--- config.mk ---
export PLATFORM = sky130hd
export DESIGN_NAME = cli_detector
export DESIGN_NICKNAME = d
export VERILOG_FILES = /design/src/cli_pkg.sv /design/src/cli_detector.sv /design/src/cli_ms_tick.sv /design/src/cli_max3.sv
export SDC_FILE = /design/constraint.sdc
export NUM_CORES = 2
export LEC_CHECK = 0
export ABC_AREA = 1
export BUFFER_PORTS_ARGS = -buffer_cell sky130_fd_sc_hd__buf_2
export CORE_UTILIZATION = 35
export DETAILED_ROUTE_END_ITERATION = 8
export PLACE_DENSITY = 0.5
export SETUP_SLACK_MARGIN = 0.1
export SLEW_MARGIN = 30
export SYNTH_ARGS = -nofsm -noshare
export SYNTH_HDL_FRONTEND = slang
export SYNTH_HIERARCHICAL = 1
export SYNTH_SLANG_ARGS = --single-unit
--- constraint.sdc ---
create_clock -name ref_clk -period 13 [get_ports ref_clk]
set_input_delay 0.65 -clock ref_clk [delete_from_list [all_inputs] [get_ports ref_clk]]
set_output_delay 0.65 -clock ref_clk [all_outputs]
set_load 0.01 [all_outputs]
--- src/cli_pkg.sv ---
// Purpose: Constants and types for the cold load and inrush detector.
// Assumes: 100 MHz ref_clk; measurement updates arrive as one-cycle strobes.
// Notes on behaviour
// - Cold load: all phases below idle, then one above pickup within 80 ms.
// - Cold load declaration asserts the detection output for the hold time.
// - Output stays while hold time runs or current stays above pickup.
// - No activation when rise above pickup was not preceded by idle.
// - Lingering between idle and pickup over 80 ms cancels activation.
// - Inrush needs cold load transition plus one phase second harmonic above threshold.
// - Second harmonic threshold zero makes inrush equal to cold load.
// - Inrush starts on rise; after first cycle kept only if harmonic present.
// - Both detection signals drive output and blocking matrix ports.
// - Cold load status: inactive, started, tripped on timeout.
// - Inrush status: inactive, started, tripped on timeout.
// - Largest phase magnitude compared to thresholds and readable.
// - Settings per mode current; primary scaled idle and pickup readable.
// - Settings writable only while a valid password is entered.
package cli_pkg;
  // ----------------------------------------
  // Register map
  // ----------------------------------------
  localparam logic [7:0] CLI_OFF_CTRL     = 8'h00;
  localparam logic [7:0] CLI_OFF_HOLD     = 8'h04;
  localparam logic [7:0] CLI_OFF_IDLE     = 8'h08;
  localparam logic [7:0] CLI_OFF_PICKUP   = 8'h0C;
  localparam logic [7:0] CLI_OFF_F2       = 8'h10;
  localparam logic [7:0] CLI_OFF_STATUS   = 8'h14;
  localparam logic [7:0] CLI_OFF_IMAX     = 8'h18;
  localparam logic [7:0] CLI_OFF_IDLE_PRI = 8'h1C;
  localparam logic [7:0] CLI_OFF_PICK_PRI = 8'h20;
  localparam logic [7:0] CLI_OFF_IRQ_STAT = 8'h24;
  localparam logic [7:0] CLI_OFF_IRQ_EN   = 8'h28;
  localparam logic [7:0] CLI_OFF_IRQ_CLR  = 8'h2C;
  localparam logic [7:0] CLI_OFF_MODE_I   = 8'h30;
  // ----------------------------------------
  // Fields and reset values
  // ----------------------------------------
  localparam int         CLI_CTRL_PWD_BIT  = 0;
  localparam logic [31:0] CLI_PWD_KEY      = 32'h0000A5C3; // arbitrary unlock key
  localparam logic [15:0] CLI_RST_HOLD     = 16'h0064;     // units of ms
  localparam logic [15:0] CLI_RST_IDLE     = 16'h0010;     // 1/256 per mode current
  localparam logic [15:0] CLI_RST_PICKUP   = 16'h0140;
  localparam logic [7:0]  CLI_RST_F2       = 8'h14;        // percent
  localparam logic [15:0] CLI_RST_MODE_I   = 16'h0100;     // amperes
  localparam int          CLI_SCALE_SHIFT  = 8;
  localparam int          CLI_IRQ_W        = 4;
  // ----------------------------------------
  // Timing
  // ----------------------------------------
  localparam int CLI_CLK_MHZ        = 100;
  localparam int CLI_MS_CYCLES      = CLI_CLK_MHZ * 1000;
  localparam int CLI_TRANSITION_MS  = 80;
  localparam int CLI_FIRST_CYCLE_MS = 20;

  typedef enum logic [1:0] { CLI_ST_INACTIVE, CLI_ST_START, CLI_ST_TRIP } cli_status_t;

  typedef struct packed {
    logic [15:0] phase_a_current;
    logic [15:0] phase_b_current;
    logic [15:0] phase_c_current;
  } cli_phases_t;

  typedef struct packed {
    logic [7:0] ratio_a;
    logic [7:0] ratio_b;
    logic [7:0] ratio_c;
  } cli_ratios_t;

  typedef struct packed {
    logic [15:0] hold_ms;
    logic [15:0] idle_lvl;
    logic [15:0] pickup_lvl;
    logic [7:0]  second_harmonic_threshold;
  } cli_settings_t;
endpackage : cli_pkg

--- src/cli_detector.sv ---
// Purpose: Cold load pick-up and magnetising inrush detector with AXI4-Lite registers.
// Assumes: Measurement inputs come from logic on ref_clk; meas_valid pulses per update.
// Notes: Idle and pickup thresholds compare the largest phase magnitude; timing in whole milliseconds.
//
// Register access over AXI4-Lite and the address map were decided locally.
module cli_detector #(
  parameter int MS_CYCLES = cli_pkg::CLI_MS_CYCLES
) (
  // Clock and reset
  input  wire logic                 ref_clk,
  input  wire logic                 resetn,
  // Measurements
  input  wire logic                 meas_valid,
  input  wire cli_pkg::cli_phases_t phases,
  input  wire cli_pkg::cli_ratios_t ratios,
  // AXI4-Lite write
  input  wire logic [7:0]           s_awaddr,
  input  wire logic                 s_awvalid,
  output logic                      s_awready,
  input  wire logic [31:0]          s_wdata,
  input  wire logic [3:0]           s_wstrb,
  input  wire logic                 s_wvalid,
  output logic                      s_wready,
  output logic [1:0]                s_bresp,
  output logic                      s_bvalid,
  input  wire logic                 s_bready,
  // AXI4-Lite read
  input  wire logic [7:0]           s_araddr,
  input  wire logic                 s_arvalid,
  output logic                      s_arready,
  output logic [31:0]               s_rdata,
  output logic [1:0]                s_rresp,
  output logic                      s_rvalid,
  input  wire logic                 s_rready,
  // Matrix sources and interrupt
  output logic                      cold_load_det,
  output logic                      inrush_det,
  output logic                      irq
);
  import cli_pkg::*;
  if (MS_CYCLES < 2) begin : g_bad_ms
    $error("cli_detector: MS_CYCLES too small");
  end

  // ----------------------------------------
  // Settings and registers
  // ----------------------------------------
  cli_settings_t set_r;
  logic [15:0]   mode_i_r;
  logic          pwd_ok_r;
  logic [CLI_IRQ_W-1:0] irq_stat_r, irq_en_r;

  logic [15:0] imax;
  logic        f2_any;
  logic        ms_tick;

  cli_max3 u_max (
    .ref_clk (ref_clk),
    .resetn  (resetn),
    .phases  (phases),
    .ratios  (ratios),
    .f2_thr  (set_r.second_harmonic_threshold),
    .imax    (imax),
    .f2_any  (f2_any)
  );

  cli_ms_tick #(.CYCLES(MS_CYCLES)) u_tick (
    .ref_clk (ref_clk),
    .resetn  (resetn),
    .tick    (ms_tick)
  );

  // ----------------------------------------
  // Level classification
  // ----------------------------------------
  wire below_idle  = imax < set_r.idle_lvl;
  wire above_pick  = imax > set_r.pickup_lvl;
  wire f2_disabled = set_r.second_harmonic_threshold == 8'h00;

  typedef enum logic [1:0] { CLI_ARM_WAIT, CLI_ARM_IDLE, CLI_ARM_RISE, CLI_ARM_LATE } cli_arm_t;
  cli_arm_t    arm_r;
  logic [15:0] rise_ms_r;
  logic        start_ev;

  // Start only from idle, and only if pickup is reached within 80 ms
  assign start_ev = meas_valid && above_pick &&
                    (arm_r == CLI_ARM_IDLE || arm_r == CLI_ARM_RISE);

  always_ff @(posedge ref_clk or negedge resetn) begin
    if (!resetn) begin
      arm_r     <= CLI_ARM_WAIT;
      rise_ms_r <= 16'h0000;
    end else if (meas_valid && below_idle) begin
      arm_r     <= CLI_ARM_IDLE;
      rise_ms_r <= 16'h0000;
    end else begin
      case (arm_r)
        CLI_ARM_IDLE: begin
          if (start_ev) arm_r <= CLI_ARM_WAIT;
          else if (meas_valid) arm_r <= CLI_ARM_RISE;
        end
        CLI_ARM_RISE: begin
          if (start_ev) arm_r <= CLI_ARM_WAIT;
          else if (ms_tick) begin
            rise_ms_r <= rise_ms_r + 16'h0001;
            if (rise_ms_r >= 16'(CLI_TRANSITION_MS - 1)) arm_r <= CLI_ARM_LATE;
          end
        end
        CLI_ARM_LATE: arm_r <= CLI_ARM_LATE;
        default:      arm_r <= CLI_ARM_WAIT;
      endcase
    end
  end

  // ----------------------------------------
  // Detection timers
  // ----------------------------------------
  logic [15:0] hold_cnt_r;
  logic [15:0] cyc_cnt_r;
  logic        cl_act_r, in_act_r, in_confirm_r;
  cli_status_t cl_stat_r, in_stat_r;

  // Timers move on the ms tick, so each bound has up to one ms of slack
  wire hold_done = (hold_cnt_r == 16'h0000);
  wire cl_keep   = !hold_done || above_pick;
  wire in_keep   = cl_keep && (f2_disabled || !in_confirm_r || f2_any);

  always_ff @(posedge ref_clk or negedge resetn) begin
    if (!resetn) begin
      hold_cnt_r   <= 16'h0000;
      cyc_cnt_r    <= 16'h0000;
      cl_act_r     <= 1'b0;
      in_act_r     <= 1'b0;
      in_confirm_r <= 1'b0;
      cl_stat_r    <= CLI_ST_INACTIVE;
      in_stat_r    <= CLI_ST_INACTIVE;
    end else if (start_ev && !cl_act_r) begin
      hold_cnt_r   <= set_r.hold_ms;
      cyc_cnt_r    <= 16'(CLI_FIRST_CYCLE_MS);
      cl_act_r     <= 1'b1;
      in_act_r     <= 1'b1;
      in_confirm_r <= 1'b0;
      cl_stat_r    <= CLI_ST_START;
      in_stat_r    <= CLI_ST_START;
    end else begin
      if (ms_tick && !hold_done) hold_cnt_r <= hold_cnt_r - 16'h0001;
      if (ms_tick && cyc_cnt_r != 16'h0000) cyc_cnt_r <= cyc_cnt_r - 16'h0001;
      if (cyc_cnt_r == 16'h0000) in_confirm_r <= 1'b1;
      if (cl_act_r && !cl_keep) begin
        cl_act_r  <= 1'b0;
        cl_stat_r <= CLI_ST_TRIP;
      end
      if (in_act_r && !in_keep) begin
        in_act_r  <= 1'b0;
        in_stat_r <= CLI_ST_TRIP;
      end else if (f2_disabled && cl_act_r && cl_keep && !in_act_r) begin
        // Zero threshold set mid-event rejoins inrush to cold load
        in_act_r  <= 1'b1;
        in_stat_r <= CLI_ST_START;
      end
    end
  end

  always_ff @(posedge ref_clk or negedge resetn) begin
    if (!resetn) begin
      cold_load_det <= 1'b0;
      inrush_det    <= 1'b0;
    end else begin
      cold_load_det <= cl_act_r;
      inrush_det    <= in_act_r;
    end
  end

  // ----------------------------------------
  // Interrupts
  // ----------------------------------------
  wire [CLI_IRQ_W-1:0] irq_ev = {in_act_r && !in_keep, cl_act_r && !cl_keep,
                                 start_ev && !cl_act_r && !f2_disabled, start_ev && !cl_act_r};

  // ----------------------------------------
  // AXI4-Lite slave
  // ----------------------------------------
  // One write in flight; readies stay low until the response is taken
  logic [7:0]  aw_addr_r;
  logic [31:0] w_data_r;
  logic        aw_have_r, w_have_r;
  wire         wr_go   = aw_have_r && w_have_r && !s_bvalid;
  wire [7:0]   wa      = aw_addr_r;
  wire         set_ok  = wr_go && pwd_ok_r;
  wire         known_w = wa == CLI_OFF_CTRL || wa == CLI_OFF_HOLD || wa == CLI_OFF_IDLE ||
                         wa == CLI_OFF_PICKUP || wa == CLI_OFF_F2 || wa == CLI_OFF_IRQ_EN ||
                         wa == CLI_OFF_IRQ_CLR || wa == CLI_OFF_MODE_I;
  wire [CLI_IRQ_W-1:0] irq_clr = (wr_go && wa == CLI_OFF_IRQ_CLR) ? w_data_r[CLI_IRQ_W-1:0] : '0;

  always_ff @(posedge ref_clk or negedge resetn) begin
    if (!resetn) begin
      aw_have_r <= 1'b0;
      w_have_r  <= 1'b0;
      aw_addr_r <= 8'h00;
      w_data_r  <= 32'h00000000;
      s_awready <= 1'b1;
      s_wready  <= 1'b1;
      s_bvalid  <= 1'b0;
      s_bresp   <= 2'h0;
    end else begin
      if (s_awvalid && s_awready) begin
        aw_addr_r <= s_awaddr;
        aw_have_r <= 1'b1;
        s_awready <= 1'b0;
      end
      if (s_wvalid && s_wready) begin
        w_data_r <= s_wdata;
        w_have_r <= 1'b1;
        s_wready <= 1'b0;
      end
      if (wr_go) begin
        s_bvalid  <= 1'b1;
        s_bresp   <= known_w ? 2'h0 : 2'h2;
        aw_have_r <= 1'b0;
        w_have_r  <= 1'b0;
      end
      if (s_bvalid && s_bready) begin
        s_bvalid  <= 1'b0;
        s_awready <= 1'b1;
        s_wready  <= 1'b1;
      end
    end
  end

  always_ff @(posedge ref_clk or negedge resetn) begin
    if (!resetn) begin
      set_r      <= '{CLI_RST_HOLD, CLI_RST_IDLE, CLI_RST_PICKUP, CLI_RST_F2};
      mode_i_r   <= CLI_RST_MODE_I;
      pwd_ok_r   <= 1'b0;
      irq_en_r   <= '0;
      irq_stat_r <= '0;
    end else begin
      irq_stat_r <= (irq_stat_r & ~irq_clr) | irq_ev; // Set wins over clear
      if (wr_go && wa == CLI_OFF_CTRL) pwd_ok_r <= (w_data_r == CLI_PWD_KEY);
      if (wr_go && wa == CLI_OFF_IRQ_EN) irq_en_r <= w_data_r[CLI_IRQ_W-1:0];
      if (set_ok && wa == CLI_OFF_HOLD) set_r.hold_ms <= w_data_r[15:0];
      if (set_ok && wa == CLI_OFF_IDLE) set_r.idle_lvl <= w_data_r[15:0];
      if (set_ok && wa == CLI_OFF_PICKUP) set_r.pickup_lvl <= w_data_r[15:0];
      if (set_ok && wa == CLI_OFF_F2) set_r.second_harmonic_threshold <= w_data_r[7:0];
      if (set_ok && wa == CLI_OFF_MODE_I) mode_i_r <= w_data_r[15:0];
    end
  end

  always_ff @(posedge ref_clk or negedge resetn) begin
    if (!resetn) irq <= 1'b0;
    else         irq <= |(irq_stat_r & irq_en_r);
  end

  // Primary scaled values; products kept 32 bits wide
  wire [31:0] idle_pri = (32'(set_r.idle_lvl) * 32'(mode_i_r)) >> CLI_SCALE_SHIFT;
  wire [31:0] pick_pri = (32'(set_r.pickup_lvl) * 32'(mode_i_r)) >> CLI_SCALE_SHIFT;

  wire [7:0]  ra = s_araddr;
  wire [31:0] rd_mux =
    (ra == CLI_OFF_CTRL)     ? {31'h0, pwd_ok_r} :
    (ra == CLI_OFF_HOLD)     ? {16'h0, set_r.hold_ms} :
    (ra == CLI_OFF_IDLE)     ? {16'h0, set_r.idle_lvl} :
    (ra == CLI_OFF_PICKUP)   ? {16'h0, set_r.pickup_lvl} :
    (ra == CLI_OFF_F2)       ? {24'h0, set_r.second_harmonic_threshold} :
    (ra == CLI_OFF_STATUS)   ? {28'h0, in_stat_r, cl_stat_r} :
    (ra == CLI_OFF_IMAX)     ? {16'h0, imax} :
    (ra == CLI_OFF_IDLE_PRI) ? idle_pri :
    (ra == CLI_OFF_PICK_PRI) ? pick_pri :
    (ra == CLI_OFF_IRQ_STAT) ? {28'h0, irq_stat_r} :
    (ra == CLI_OFF_IRQ_EN)   ? {28'h0, irq_en_r} :
    (ra == CLI_OFF_MODE_I)   ? {16'h0, mode_i_r} : 32'h00000000;
  wire rd_known = (ra <= CLI_OFF_MODE_I) && (ra[1:0] == 2'h0) && (ra != CLI_OFF_IRQ_CLR);

  always_ff @(posedge ref_clk or negedge resetn) begin
    if (!resetn) begin
      s_arready <= 1'b1;
      s_rvalid  <= 1'b0;
      s_rdata   <= 32'h00000000;
      s_rresp   <= 2'h0;
    end else if (s_arvalid && s_arready) begin
      s_arready <= 1'b0;
      s_rvalid  <= 1'b1;
      s_rdata   <= rd_mux;
      s_rresp   <= rd_known ? 2'h0 : 2'h2;
    end else if (s_rvalid && s_rready) begin
      s_rvalid  <= 1'b0;
      s_arready <= 1'b1;
    end
  end
endmodule : cli_detector

--- src/cli_ms_tick.sv ---
// Purpose: Millisecond enable pulse divider.
// Assumes: ref_clk at the package rate.
// Notes: One-cycle pulse every CYCLES clocks.
module cli_ms_tick #(
  parameter int CYCLES = cli_pkg::CLI_MS_CYCLES
) (
  // Clock and reset
  input  wire logic ref_clk,
  input  wire logic resetn,
  // Tick
  output logic      tick
);
  import cli_pkg::*;
  if (CYCLES < 2) begin : g_bad_cycles
    $error("cli_ms_tick: CYCLES too small");
  end
  logic [31:0] cnt_r;
  always_ff @(posedge ref_clk or negedge resetn) begin
    if (!resetn) begin
      cnt_r <= 32'h00000000;
      tick  <= 1'b0;
    end else begin
      tick  <= (cnt_r == 32'(CYCLES - 1));
      cnt_r <= (cnt_r == 32'(CYCLES - 1)) ? 32'h00000000 : cnt_r + 32'h00000001;
    end
  end
endmodule : cli_ms_tick

--- src/cli_max3.sv ---
// Purpose: Largest of three phase magnitudes and harmonic ratio check.
// Assumes: Inputs on the ref_clk domain.
// Notes: Registered, one cycle of latency.
module cli_max3 (
  // Clock and reset
  input  wire logic                 ref_clk,
  input  wire logic                 resetn,
  // Measurements
  input  wire cli_pkg::cli_phases_t phases,
  input  wire cli_pkg::cli_ratios_t ratios,
  input  wire logic [7:0]           f2_thr,
  // Results
  output logic [15:0]               imax,
  output logic                      f2_any
);
  import cli_pkg::*;
  wire [15:0] ab = (phases.phase_a_current > phases.phase_b_current) ?
                   phases.phase_a_current : phases.phase_b_current;
  wire [15:0] abc = (ab > phases.phase_c_current) ? ab : phases.phase_c_current;
  wire f2_hit = (ratios.ratio_a > f2_thr) || (ratios.ratio_b > f2_thr) ||
                (ratios.ratio_c > f2_thr);
  always_ff @(posedge ref_clk or negedge resetn) begin
    if (!resetn) begin
      imax   <= 16'h0000;
      f2_any <= 1'b0;
    end else begin
      imax   <= abc;
      f2_any <= f2_hit;
    end
  end
endmodule : cli_max3

After elaboration in Yosys (flattened, before gate mapping):

Index checks and enable logic that the tools add are counted.
W data, S select, Z words.

* order comparisons: 9
* bitwise logic cells: 4
* muxes and demuxes: 59
* reductions and logical operators: 75
* add/sub/neg operators: 4
* multiply operators: 2
* equality and inequality tests: 28

Operators with widths (count)
* $mux W24: 9
* $mux W16: 13
* $mul A16 B16 Y32: 2
* $eq A8 B6 Y1 const B: 7
* $gt A16 B16 Y1: 3
* $eq A8 B5 Y1 const B: 5
* $add A32 B1 Y32 const B: 1
* $eq A32 B16 Y1 const B: 1
* $eq A32 B17 Y1 const B: 1
* $eq A8 B4 Y1 const B: 4
* $logic_not A16 Y1: 2
* $mux W32: 1
* $sub A16 B1 Y16 const B: 2
* $logic_and A1 B1 Y1: 31
* $mux W2: 13
* $gt A8 B8 Y1: 3
* $logic_not A8 Y1: 3
* $reduce_bool A2 Y1: 12
* $mux W1: 21
* $add A16 B1 Y16 const B: 1
* $eq A8 B3 Y1 const B: 2
* $ge A16 B7 Y1 const B: 1
* $lt A16 B16 Y1: 1
* $reduce_bool A16 Y1: 1
* other kinds (18): 41

* output and inout port bits: 44
* bits in registers: 274

Depth between registers and ports, before layout:

* depth in word-level cells: 13
* mapped depth: 33
* gate-level depth less buffers: 31

Modules after synthesis:

Netlist, hierarchy kept.

Modules (own cells, without submodules)
* cli_detector: area each 29065.4 um2, times used 1, cells each 3883
* cli_max3: area each 2406.1 um2, times used 1, cells each 349
* cli_ms_tick: area each 1986.9 um2, times used 1, cells each 304

Worst setup path before layout:

Ideal clock, no wire load.

* path kind: reg2reg
* start: register set_r[14] (netlist bit)
* end: register s_rdata[14]
* clock period less this slack: 5909 ps
* arrival: 5792 ps
* cell stages (with the launch flop): 32
* path slack: 7091 ps
* buffers on the path: 3
* cell sequence: dfstp_2 -> clkbuf_1 -> clkbuf_1 -> nand2_1 -> fa_1 -> inv_1 -> fa_1 -> inv_1 -> fa_1 -> inv_1 -> fa_1 -> fa_1 -> inv_1 -> fa_1 -> inv_1 -> ha_1 -> clkbuf_2 -> nand2_1 -> nor2_1 -> inv_1 -> nor3_2 -> nand3_1 -> nand3_2 -> nor2_1 -> o21ai_0 -> nand2_1 -> nand2_1 -> nand2_1 -> nand2_1 -> nand3_1 -> nand2_1 -> nand2_1

* word-level cells in the longest chain between the ends: 10

RTL lines
* start: declaration: RTL line cli_detector.sv:48 `cli_settings_t set_r;`
* start signal: assignment: RTL line cli_detector.sv:232 `set_r <= '{CLI_RST_HOLD, CLI_RST_IDLE, CLI_RST_PICKUP, CLI_RST_F2};`
* $mul A16 B16 Y32: RTL line cli_detector.sv:256 `wire [31:0] pick_pri = (32'(set_r.pickup_lvl) * 32'(mode_i_r)) >> CLI_SCALE_SHIFT;`
* $mux W24: RTL line cli_detector.sv:268 `(ra == CLI_OFF_PICK_PRI) ? pick_pri :`
* $mux W24: RTL line cli_detector.sv:267 `(ra == CLI_OFF_IDLE_PRI) ? idle_pri :`
* $mux W24: RTL line cli_detector.sv:266 `(ra == CLI_OFF_IMAX) ? {16'h0, imax} :`
* $mux W24: RTL line cli_detector.sv:265 `(ra == CLI_OFF_STATUS) ? {28'h0, in_stat_r, cl_stat_r} :`
* $mux W24: RTL line cli_detector.sv:264 `(ra == CLI_OFF_F2) ? {24'h0, set_r.second_harmonic_threshold} :`
* $mux W24: RTL line cli_detector.sv:263 `(ra == CLI_OFF_PICKUP) ? {16'h0, set_r.pickup_lvl} :`
* $mux W24: RTL line cli_detector.sv:262 `(ra == CLI_OFF_IDLE) ? {16'h0, set_r.idle_lvl} :`
* $mux W24: RTL line cli_detector.sv:261 `(ra == CLI_OFF_HOLD) ? {16'h0, set_r.hold_ms} :`
* $mux W24: RTL line cli_detector.sv:260 `(ra == CLI_OFF_CTRL) ? {31'h0, pwd_ok_r} :`
* end signal: assignment: RTL line cli_detector.sv:283 `s_rdata <= rd_mux;`
* end: declaration: RTL line cli_detector.sv:31 `output logic [31:0] s_rdata,`

No other way between the ends.
A chain may end at the register's enable or synchronous reset.

Worst setup path after layout:

* start: register mode_i_r[4]
* end: register s_rdata[5]

* word-level cells in the longest chain between the ends: 10

RTL lines
* start: declaration: RTL line cli_detector.sv:49 `logic [15:0] mode_i_r;`
* start signal: assignment: RTL line cli_detector.sv:245 `if (set_ok && wa == CLI_OFF_MODE_I) mode_i_r <= w_data_r[15:0];`
* $mul A16 B16 Y32: RTL line cli_detector.sv:256
* $mux W24: RTL line cli_detector.sv:268
* $mux W24 *: RTL line cli_detector.sv:267
* $mux W24 *: RTL line cli_detector.sv:266
* $mux W24 *: RTL line cli_detector.sv:265
* $mux W24 *: RTL line cli_detector.sv:264
* $mux W24 *: RTL line cli_detector.sv:263
* $mux W24 *: RTL line cli_detector.sv:262
* $mux W24 *: RTL line cli_detector.sv:261
* $mux W24 *: RTL line cli_detector.sv:260

Every way passes the cells marked *; elsewhere a longest branch is shown, timed or not.

==> impl_metrics.csv <==
group,metric,value,unit
placed_design,gp_congestion,0.919,
synth,synth_edf_count,0,
finish,final_core_util,0.387,
floorplan,design.die.area,96800,µm²
power_and_ir_drop,powerDensity,70.1,nW/µm²
clock_tree,cts_tree,"yes",
synth,ys_seq_area_frac,0.197,
finish,fill_cells,10000,
power_and_ir_drop,ir_worst_vdd,0.0830,mV
sta,skew,39.5,ps
power_and_ir_drop,swShare,0.336,
clock_tree,clkTransAtPathRegs,70,ps
finish,mostFrequentLayoutCells,"1275 x nand2_1, 1003 x inv_1, 386 x fa_1",
global_routing,grt_pass1_wl,161000,µm
drt,wirelength,100000,µm
clock_tree,postCtsSetupRepairBufs,0,
sta,min_period,6820,ps
finish,nets,5422,
synth,netlist_area,33500,µm²
synth,synth_warnings,6,
sta,rsz0062_at_grt,"false",
synth,yosysUniqueCellTypes,60,
global_routing,grt_pass1_vias,28600,
synth,synth_cells,4536,
power_and_ir_drop,leakagePower,20.3,nW
critical_path,cp.required,13520,ps
synth,async_flop_share,1.00,
critical_path,startpoint_type,"flip-flop",
power_and_ir_drop,p_int,0.00171,W
critical_path,critPathArrivalTime,7330,ps
drt,drt-vias-per-instance,4.78,
drt,vias,28200,
clock_tree,postCtsHoldBufs,0,
clock_tree,clk_latency,580,ps
power_and_ir_drop,pwr-share-comb,0.209,
status,status,"finished, final reports clean",
sta,slew_viol_final,0,
clock_tree,ctsResizeCount,0,
drt,wire_per_inst,17.0,µm
finish,drive_above_1_share,0.0773,
synth,synth_top_flop_cell,"dfrtp_1",
finish,syn_to_final_growth,9.66,%
power_and_ir_drop,power_switching,0.000864,W
floorplan,die_y,311,µm
sta,fmax,147,MHz
drt,ant_nets,0,
sta,finalHoldViolations,0,
floorplan,initial_core_util,0.353,
global_routing,grt_usage,0.212,
synth,syn_area_per_cell,7.38,µm²
power_and_ir_drop,seqPwrFrac,0.393,
floorplan,num_io_pins,176,
power_and_ir_drop,clock_power_share,0.398,
job,drv_cap,0,
global_routing,grt_max_degree,68,
sta,slew_headroom,0.317,
placed_design,io_buffers,161,
critical_path,cp-startpoint,"mode_i_r[4]$_DFFE_PN0P_",
critical_path,rr_startpoint,"mode_i_r[4]$_DFFE_PN0P_",
worst_hold_path,hold_path_class,"input pin to async pin",
finish,final_common_cell,"nand2_1",
sta,setup_viol,0,
floorplan,fp.coreArea,94900,µm²
floorplan,core.rowCount,113,
floorplan,die_x,311,µm
sta,post-route-period-util,0.524,
clock_tree,cts.sinks,263,
global_routing,antenna_found_initial,3,
clock_tree,cts.path.max_buffers,3,
critical_path,critPathMaxFanout,25,
drt,firstDrtPassIters,5,
sta,tns,0,ps
sta,tightestPinTransition,1020,ps
synth,synth-seq-cells,263,
critical_path,crit_path_end_kind,"flip-flop",
placed_design,dp_hpwl,77000,µm
clock_tree,cts.htree.levels,2,
clock_tree,cts_root_buffer,"clkbuf_16",
critical_path,crit_type,"flip-flop to flip-flop",
global_routing,grt.overflow.total,0,
drt,route.detailed.drc,0,
drt,drt-initial-drc-count,1778,
clock_tree,cts-buffers-inserted,34,
power by group through the flow:
| stage | logic [W] | registers, W | clock network (W) |
|---|---|---|---|
| after floorplan | 0.000330 | 0.00101 | 0 |
| after global placement | 0.000535 | 0.00102 | 0 |
| after detailed placement | 0.000542 | 0.00102 | 0 |
| after CTS | 0.000543 | 0.00101 | 0.00105 |
| after global routing | 0.000609 | 0.00102 | 0.00108 |
| final | 0.000537 | 0.00101 | 0.00102 |
critical path: stages (launching register included):
cell and delay (ps):
dfrtp_1 650, buf_4 430, nand2_1 90, inv_1 100, fa_1 390, inv_1 90
fa_1 440, fa_1 510, inv_1 50, fa_1 510, fa_1 500, inv_1 50
fa_1 480, inv_1 40, ha_1 400, nand2_1 100, nor2_1 160, inv_1 80
nor3_2 160, a21oi_1 110, nand2_1 70, nand2_1 50, o21ai_0 350, o21ai_1 260
a21oi_1 340, o21ai_1 190, nand2_1 100
routing by layer:
layer,global-route usage,vias to the layer above,routed length (µm)
li1,-,13800,-
met1,0.286,13600,45200
met2,0.345,658,45700
met3,0.0317,141,5760
met4,0.0771,4,3810
met5,0,-,27
through the flow:
| stage | instance area, µm² | power (W) | std cells | hold WS (ps) | setup WS [ps] |
|---|---|---|---|---|---|
| after CTS | 36700 | 0.00260 | 5897 | 48.1 | 6160 |
| final | 36700 | 0.00257 | 5898 | 25.7 | 6180 |
| after floorplan | 33500 | 0.00134 | 4545 | 354 | 7090 |
| after detailed placement | 35500 | 0.00156 | 5836 | 420 | 6240 |
| after global placement | 35500 | 0.00156 | 5836 | 437 | 6200 |
| after global routing | 36700 | 0.00271 | 5897 | 66.2 | 5840 |
kinds of logic (layout without fill, tap and decap cells):
kind of cell,count (synthesis),count (layout),synth area share
adder cells (fa/ha/maj),683,683,0.342
buffers and inverters,1205,1292,0.139
flip-flops,263,263,0.197
AO/OA/AOI/OAI,468,468,0.0757
AND/OR/NAND/NOR,1864,1864,0.233
XOR/XNOR,52,52,0.0136
other,1,11,0.000112
state kept, by name, summed over array words and instances (netlist names), 4 cells and up:
signal and flops:
u_tick/cnt_r 32, aw_addr_r 8, mode_i_r 16, irq_en_r 4, hold_cnt_r 16, cyc_cnt_r 16, w_data_r 32, irq_stat_r 4
set_r 56, s_rdata 24, u_max/imax 16, rise_ms_r 16
path summary, 6_finish.rpt:
kind / end / slack (ps) / depth (start not counted)
hold / removal: rise_ms_r[14]$_DFFE_PN0P_ / 30 / 1
setup reg to reg: s_rdata[5]$_DFFE_PN0P_ / 6180 / 26
min in group ref_clk: s_awready$_DFFE_PN1P_ / 240 / 2
max in group asynchronous: u_tick/cnt_r[28]$_DFF_PN0_ / 11100 / 3
setup / recovery: s_rdata[5]$_DFFE_PN0P_ / 6180 / 26
hold reg to reg: inrush_det$_DFF_PN0_ / 440 / 0
Yosys cell counts, types with 32 or more instances:
library cell	instances	share of area
a21oi_1	163	0.024
ha_1	297	0.11
fa_1	386	0.23
nor2_1	217	0.024
nand3_1	182	0.027
clkbuf_1	130	0.015
nor3_1	41	0.0061
o21ai_0	213	0.032
dfrtp_1	251	0.19
nand2_1	1275	0.14
xor2_1	41	0.011
nand4_1	32	0.0060
inv_1	1003	0.11
layout make-up:
| cell class | count | area [µm²] | share of cell area |
|---|---|---|---|
| Tap cell | 1265 | 1580 | 0.0431 |
| Sequential cell | 263 | 6600 | 0.180 |
| Clock buffer | 43 | 915 | 0.0249 |
| Antenna cell | 1 | 2.50 | 0.0000682 |
| Multi-Input combinational cell | 3077 | 22300 | 0.607 |
| Timing Repair Buffer | 216 | 1240 | 0.0337 |
| Clock inverter | 18 | 279 | 0.00760 |
| Inverter | 1015 | 3810 | 0.104 |
Note: power is estimated with default switching activity, not from simulation.
